<file path="config.mk">
export PLATFORM = sky130hd
export DESIGN_NAME = lpmc_ctrl
export DESIGN_NICKNAME = d
export VERILOG_FILES = /design/src/verilog/lpmc_ctrl.v
export VERILOG_INCLUDE_DIRS = /design/src /design/src/verilog
export SDC_FILE = /design/constraint.sdc
export NUM_CORES = 1
export LEC_CHECK = 0
export ABC_AREA = 1
export BUFFER_PORTS_ARGS = -buffer_cell sky130_fd_sc_hd__clkbuf_2
export CORE_UTILIZATION = 39
export CTS_BUF_LIST = sky130_fd_sc_hd__clkbuf_4 sky130_fd_sc_hd__clkbuf_8 sky130_fd_sc_hd__clkbuf_16
export DETAILED_ROUTE_END_ITERATION = 12
export PLACE_DENSITY = 0.82
export SLEW_MARGIN = 15
export SYNTH_ARGS = -nofsm -noshare
export SYNTH_HDL_FRONTEND = slang
export SYNTH_SLANG_ARGS = --single-unit
export TNS_END_PERCENT = 20
</file>
<file path="constraint.sdc">
create_clock -name clock_in -period 1.2 [get_ports clock_in]
set_input_delay 0.36 -clock clock_in [delete_from_list [all_inputs] [get_ports clock_in]]
set_output_delay 0.36 -clock clock_in [all_outputs]
set_load 0.02 [all_outputs]
</file>
<file path="src/verilog/lpmc_defs.vh">
// Constants for the low-power mode controller
`ifndef LPMC_DEFS_VH
`define LPMC_DEFS_VH
// Operating-mode bit positions in the status word
`define LPMC_BIT_CPU_OFF 0
`define LPMC_BIT_OSC_OFF 1
`define LPMC_BIT_CG0 2
`define LPMC_BIT_CG1 3
`define LPMC_MODE_W 4
`define LPMC_MODE_RESET 4'h0
// One-hot state codes
`define LPMC_ST_ACTIVE 7'h01
`define LPMC_ST_L0 7'h02
`define LPMC_ST_L1 7'h04
`define LPMC_ST_L2 7'h08
`define LPMC_ST_L3 7'h10
`define LPMC_ST_L4 7'h20
`define LPMC_ST_WAKE 7'h40
`define LPMC_ST_W 7
`endif

</file>
<file path="src/verilog/lpmc_ctrl.v">
// Low-power mode controller: mode bits, clock gating and wake-up
`timescale 1ns/1ps
`include "lpmc_defs.vh"

// Summary of operation
// - Setting cpu_off_bit selects sleep level 0 or 1.
// - CPU execution and bus transfers stop at once until interrupt or reset.
// - Levels 0/1 keep clock generator on; clocks follow the mode bits.
// - Peripherals in sleep follow their own controls and module-enable bits.
// - Entering sleep leaves pins, RAM and registers unchanged.
// - Levels 0/1 wake on any enabled interrupt.
// - cpu_off_bit plus clock_gen_ctl1 selects sleep level 2 or 3.
// - Levels 2/3 halt CPU, main_clock and bus until interrupt or reset.
// - Levels 2/3 stop main_clock peripherals; aux_clock ones follow own controls.
// - Levels 2/3 wake on enabled active-peripheral interrupts or reset_nmi_pin.
// - Level 4 stops every clock while retaining all state.
// - Level 4 wakes only on enabled external interrupts.
// - Wake saves status and PC, then clears osc_off, ctl1 and cpu_off.
// - return_from_interrupt restores the mode held in the popped status word.
// - cpu_off_bit alone never stops a peripheral.
module lpmc_ctrl (
  input wire clock_in,
  input wire rst_in,
  input wire mode_wr_in,
  input wire [3:0] mode_wdata_in,
  input wire return_from_interrupt_in,
  input wire [3:0] return_from_interrupt_mode_in,
  input wire [15:0] pc_in,
  input wire irq_mclk_in,
  input wire irq_aclk_in,
  input wire irq_ext_in,
  input wire reset_nmi_pin_in,
  input wire [7:0] periph_en_in,
  input wire [7:0] periph_on_aclk_in,
  output reg [3:0] mode_bits_out,
  output reg cpu_run_out,
  output reg bus_run_out,
  output reg clkgen_run_out,
  output reg main_clock_en_out,
  output reg aux_clock_en_out,
  output reg [7:0] periph_run_out,
  output reg stack_push_out,
  output reg [3:0] stack_mode_out,
  output reg [15:0] stack_pc_out,
  output reg [6:0] state_out
);

  // ----------------------------------------
  // State codes
  // ----------------------------------------
  localparam [6:0] ST_ACTIVE = `LPMC_ST_ACTIVE;
  localparam [6:0] ST_L0 = `LPMC_ST_L0;
  localparam [6:0] ST_L1 = `LPMC_ST_L1;
  localparam [6:0] ST_L2 = `LPMC_ST_L2;
  localparam [6:0] ST_L3 = `LPMC_ST_L3;
  localparam [6:0] ST_L4 = `LPMC_ST_L4;
  localparam [6:0] ST_WAKE = `LPMC_ST_WAKE;
  localparam [3:0] MODE_RESET = `LPMC_MODE_RESET;

  // ----------------------------------------
  // Mode decode
  // ----------------------------------------
  function [6:0] lpmc_decode;
    input [3:0] m;
    begin
      if (!m[`LPMC_BIT_CPU_OFF]) begin
        lpmc_decode = ST_ACTIVE;
      end else if (m[`LPMC_BIT_OSC_OFF]) begin
        lpmc_decode = ST_L4;
      end else if (m[`LPMC_BIT_CG1]) begin
        lpmc_decode = m[`LPMC_BIT_CG0] ? ST_L3 : ST_L2;
      end else begin
        lpmc_decode = m[`LPMC_BIT_CG0] ? ST_L1 : ST_L0;
      end
    end
  endfunction

  // CPU and bus run while cpu_off is clear
  function lpmc_cpu_ok;
    input [3:0] m;
    begin
      lpmc_cpu_ok = ~m[`LPMC_BIT_CPU_OFF];
    end
  endfunction

  // Main clock runs unless ctl1 or osc_off is set
  function lpmc_mclk_ok;
    input [3:0] m;
    begin
      lpmc_mclk_ok = ~m[`LPMC_BIT_CG1] & ~m[`LPMC_BIT_OSC_OFF];
    end
  endfunction

  // Aux clock and clock generator run unless osc_off is set
  function lpmc_aclk_ok;
    input [3:0] m;
    begin
      lpmc_aclk_ok = ~m[`LPMC_BIT_OSC_OFF];
    end
  endfunction

  // ----------------------------------------
  // Pin synchronisers
  // ----------------------------------------
  reg ext_s1_reg;
  reg ext_s2_reg;
  reg nmi_s1_reg;
  reg nmi_s2_reg;

  always @(posedge clock_in) begin
    if (rst_in) begin
      ext_s1_reg <= 1'b0;
      ext_s2_reg <= 1'b0;
      nmi_s1_reg <= 1'b0;
      nmi_s2_reg <= 1'b0;
    end else begin
      ext_s1_reg <= irq_ext_in;
      ext_s2_reg <= ext_s1_reg;
      nmi_s1_reg <= reset_nmi_pin_in;
      nmi_s2_reg <= nmi_s1_reg;
    end
  end

  // ----------------------------------------
  // State and wake logic
  // ----------------------------------------
  reg [3:0] mode_reg;
  reg [3:0] mode_next;
  reg [6:0] state_reg;
  reg [6:0] state_next;
  reg wake;

  // ----------------------------------------
  // Wake sources per sleep depth
  // ----------------------------------------
  wire wake_any;
  wire wake_active_periph;
  wire wake_ext_only;

  assign wake_any = irq_mclk_in | irq_aclk_in | ext_s2_reg | nmi_s2_reg;
  assign wake_active_periph = irq_aclk_in | ext_s2_reg | nmi_s2_reg;
  assign wake_ext_only = ext_s2_reg;

  always @* begin
    case (state_reg)
      ST_L0, ST_L1: begin
        wake = wake_any;
      end
      ST_L2, ST_L3: begin
        wake = wake_active_periph;
      end
      ST_L4: begin
        wake = wake_ext_only;
      end
      default: begin
        wake = 1'b0;
      end
    endcase
  end

  always @* begin
    mode_next = mode_reg;
    if (wake) begin
      mode_next = mode_reg & ~(4'h1 << `LPMC_BIT_CPU_OFF) & ~(4'h1 << `LPMC_BIT_OSC_OFF)
        & ~(4'h1 << `LPMC_BIT_CG1);
    end else if (return_from_interrupt_in) begin
      mode_next = return_from_interrupt_mode_in;
    end else if (mode_wr_in) begin
      mode_next = mode_wdata_in;
    end
    state_next = wake ? ST_WAKE : lpmc_decode(mode_next);
  end

  // Only the mode bits and the state register change; nothing else is touched
  always @(posedge clock_in) begin
    if (rst_in) begin
      mode_reg <= MODE_RESET;
      state_reg <= ST_ACTIVE;
    end else begin
      mode_reg <= mode_next;
      state_reg <= state_next;
    end
  end

  // ----------------------------------------
  // Peripheral run gating
  // ----------------------------------------
  wire mclk_ok_next;
  wire aclk_ok_next;
  wire [7:0] periph_run_next;

  assign mclk_ok_next = lpmc_mclk_ok(mode_next);
  assign aclk_ok_next = lpmc_aclk_ok(mode_next);

  genvar gi;
  generate
    for (gi = 0; gi < 8; gi = gi + 1) begin : g_periph
      // Own enable, gated only by the clock it lives on
      assign periph_run_next[gi] = periph_en_in[gi] & (periph_on_aclk_in[gi] ? aclk_ok_next : mclk_ok_next);
    end
  endgenerate

  // ----------------------------------------
  // Mode and state outputs
  // ----------------------------------------
  always @(posedge clock_in) begin
    if (rst_in) begin
      mode_bits_out <= MODE_RESET;
      state_out <= ST_ACTIVE;
    end else begin
      mode_bits_out <= mode_next;
      state_out <= state_next;
    end
  end

  // ----------------------------------------
  // CPU and bus outputs
  // ----------------------------------------
  always @(posedge clock_in) begin
    if (rst_in) begin
      cpu_run_out <= 1'b1;
      bus_run_out <= 1'b1;
    end else begin
      cpu_run_out <= lpmc_cpu_ok(mode_next);
      bus_run_out <= lpmc_cpu_ok(mode_next);
    end
  end

  // ----------------------------------------
  // Clock generator output
  // ----------------------------------------
  always @(posedge clock_in) begin
    if (rst_in) begin
      clkgen_run_out <= 1'b1;
    end else begin
      clkgen_run_out <= aclk_ok_next;
    end
  end

  // ----------------------------------------
  // Main clock output
  // ----------------------------------------
  always @(posedge clock_in) begin
    if (rst_in) begin
      main_clock_en_out <= 1'b1;
    end else begin
      main_clock_en_out <= mclk_ok_next;
    end
  end

  // ----------------------------------------
  // Aux clock output
  // ----------------------------------------
  always @(posedge clock_in) begin
    if (rst_in) begin
      aux_clock_en_out <= 1'b1;
    end else begin
      aux_clock_en_out <= aclk_ok_next;
    end
  end

  // ----------------------------------------
  // Peripheral outputs
  // ----------------------------------------
  always @(posedge clock_in) begin
    if (rst_in) begin
      periph_run_out <= 8'h00;
    end else begin
      periph_run_out <= periph_run_next;
    end
  end

  // ----------------------------------------
  // Stack save outputs
  // ----------------------------------------
  always @(posedge clock_in) begin
    if (rst_in) begin
      stack_push_out <= 1'b0;
      stack_mode_out <= 4'h0;
      stack_pc_out <= 16'h0000;
    end else begin
      stack_push_out <= wake;
      if (wake) begin
        stack_mode_out <= mode_reg;
        stack_pc_out <= pc_in;
      end
    end
  end

endmodule

</file>
==> impl_metrics.ini <==
[run_status]
status = finished, violations left
violations = setup timing

[detailed_routing]
firstDrtPassIters = 5
num_vias = 1764
ant_nets = 0
drc = 0
routed_wl_um = 4470
vias_per_cell = 4.62
drt_iter0_drc = 46
wl_per_cell_um = 11.7

[synthesis]
ys_seq_elements = 46
syn_inst = 221
syn_area_um2 = 1710
syn_area_per_cell_um2 = 7.73
synth.distinct_cells = 17
yosys.area.top_type_share = 0.539
ys_warn_count = 0
syn-num-nets = 269
synthTopCellsByArea = dfxtp_1 54%, nand2_1 13%, nand3_1 9.1%, nor2_1 7.7%, inv_1 4.0%
yosys.area.top_type = dfxtp_1
yosysSeqAreaShare = 0.539

[floorplanning]
num_rows = 23
start_util = 0.415
die_y_um = 68.2
design.portCount = 93
die_area_um2 = 4650
fp.dieW_um = 68.2
coreArea_um2 = 4120

[cells_and_area]
antenna_cells = 0
reg_top3 = stack_pc_out x16, periph_run_out x8, state_out x7
drive_gt1_frac = 0.464
largest_reg_flops = 16
layout_common_cells = 68 x clkbuf_2, 55 x nand2_1, 36 x dfxtp_1
nNetsFinal = 379
syn2layout_area_growth_pct = 51.2
top_register = stack_pc_out
final_common_cell = clkbuf_2

[grt]
grt-ovfl-total = 0
grt_max_degree = 19
grt_pass1_vias = 1603
grtUsageTotal = 0.205
antenna_found_initial = 0
grt_pass1_wl_um = 6890

[power]
combPwrFrac = 0.172
p_seq_frac = 0.515
power_leakage_nw = 1.40
power_w = 0.00315
switchingPower_w = 0.000835
swShare = 0.265
power.internal_w = 0.00232
ir_worst_vdd_v = 0.000646
p_clk_frac = 0.313
pwr_density_cell_nw_per_um2 = 1220

[sta]
grt_setup_unrepaired = true
min_period_ns = 1.38
max-slew-margin-rel = 0.718
final.period_utilization = 1.15
hold_viol = 0
setup_violations = 41
slew_viol_final = 0
fin_ws_ns = -0.175
skew_ns = 0.00562
worstMarginPinSlew_ns = 0.418
max_freq_ghz = 0.727
fin_tns_setup_ns = -4.82

[clock_tree]
clk_latency_ns = 0.30
clockRootBuffer = clkbuf_8
cts_hold_buffers = 0
cts_sinks = 46
cts.htree.levels = 2
cts-buffers-inserted = 5
cts_buffer_depth = 2
tritoncts = done
post_cts_buffers = 0
path_clk_slew_ns = 0.08

[setup_path]
cp-start-kind = flop
path_class = flop to flop
cp_max_fo = 18
endpoint_kind = flop
worstPathRequired_ns = 1.44
crit_arrival_ns = 1.61

[placement]
place_hpwl_um = 3180
gp_congestion = 0.811
preCtsSetupSlack_ns = -0.253
portBuffers = 92

[min_path]
min_path_type = input port to flop

[run]
maxCapViolCount = 0
[cells by family after synthesis]
| kind of cell | count (synthesis) | synth area share |
|---|---|---|
| buffers and inverters | 31 | 0.0915 |
| flip-flops | 46 | 0.539 |
| AO/OA/AOI/OAI | 9 | 0.0264 |
| AND/OR/NAND/NOR | 135 | 0.343 |
[stage by stage]
step | cells | hold slack (ns) | utilization | instance area [um^2]
2_1_floorplan | 221 | 0.388 | - | 1730
3_3_place_gp | 373 | 0.390 | 0.575 | 2360
3_5_place_dp | 373 | 0.401 | 0.575 | 2360
4_1_cts | 382 | 0.235 | 0.611 | 2520
5_1_grt | 382 | 0.252 | 0.628 | 2580
6_report | 382 | 0.244 | 0.628 | 2580
[path summary, 6_finish.rpt]
check | from | endpoint | slack (ns) | depth (start not counted)
setup / recovery | state_out[4] | stack_pc_out[0] | -0.18 | 8
hold / removal | irq_ext_in | ext_s1_reg | 0.24 | 3
setup reg to reg | state_out[4] | stack_pc_out[0] | -0.18 | 8
hold reg to reg | nmi_s1_reg | nmi_s2_reg | 0.41 | 2
[power by group through the flow]
stage | clock, W | combinational (W) | sequential [W]
2_1_floorplan | 0 | 0.000187 | 0.00173
4_1_cts | 0.00101 | 0.000519 | 0.00162
6_report | 0.000987 | 0.000543 | 0.00162
3_5_place_dp | 0 | 0.000493 | 0.00166
5_1_grt | 0.00108 | 0.000598 | 0.00163
3_3_place_gp | 0 | 0.000482 | 0.00166
[layout make-up]
| class | instances | area, um^2 |
|---|---|---|
| Sequential cell | 46 | 938 |
| Timing Repair Buffer | 113 | 727 |
| Multi-Input combinational cell | 145 | 684 |
| Clock inverter | 1 | 5.00 |
| Clock buffer | 7 | 90.1 |
| Inverter | 20 | 77.6 |
| Fill cell | 382 | 1530 |
| Tap cell | 50 | 62.6 |
[synth_stat cells]
cell type,instances
a21oi_1,1
buf_1,2
buf_2,2
buf_4,4
buf_6,3
dfxtp_1,46
inv_1,18
inv_2,2
nand2_1,61
nand2_2,2
nand3_1,31
nand3_4,1
nand4_1,2
nor2_1,35
nor2_2,1
nor2_4,2
o21ai_0,8
[worst max-delay path: stages (launching register included)]
cell	delay (ns)
dfxtp_4	0.36
nor2_4	0.12
nor2_1	0.07
nor2_4	0.18
nand3_4	0.15
nor2_4	0.14
buf_12	0.15
nand2_1	0.06
nand2_1	0.06
[layer usage]
metal / wire, um / vias up / GRT usage
li1: - / 901 / -
met1: 1710 / 786 / 0.211
met2: 2370 / 66 / 0.374
met3: 276 / 11 / 0.0633
met4: 106 / 0 / 0.0911
met5: 0 / - / 0
[timing repair]
action                                  4_1_cts  5_1_grt
endpoints found under the setup margin       45       67
pin swaps                                     4        3
gates cloned                                  1        0
gates resized for setup                      13       46
Power figures use the tool's default switching activity.
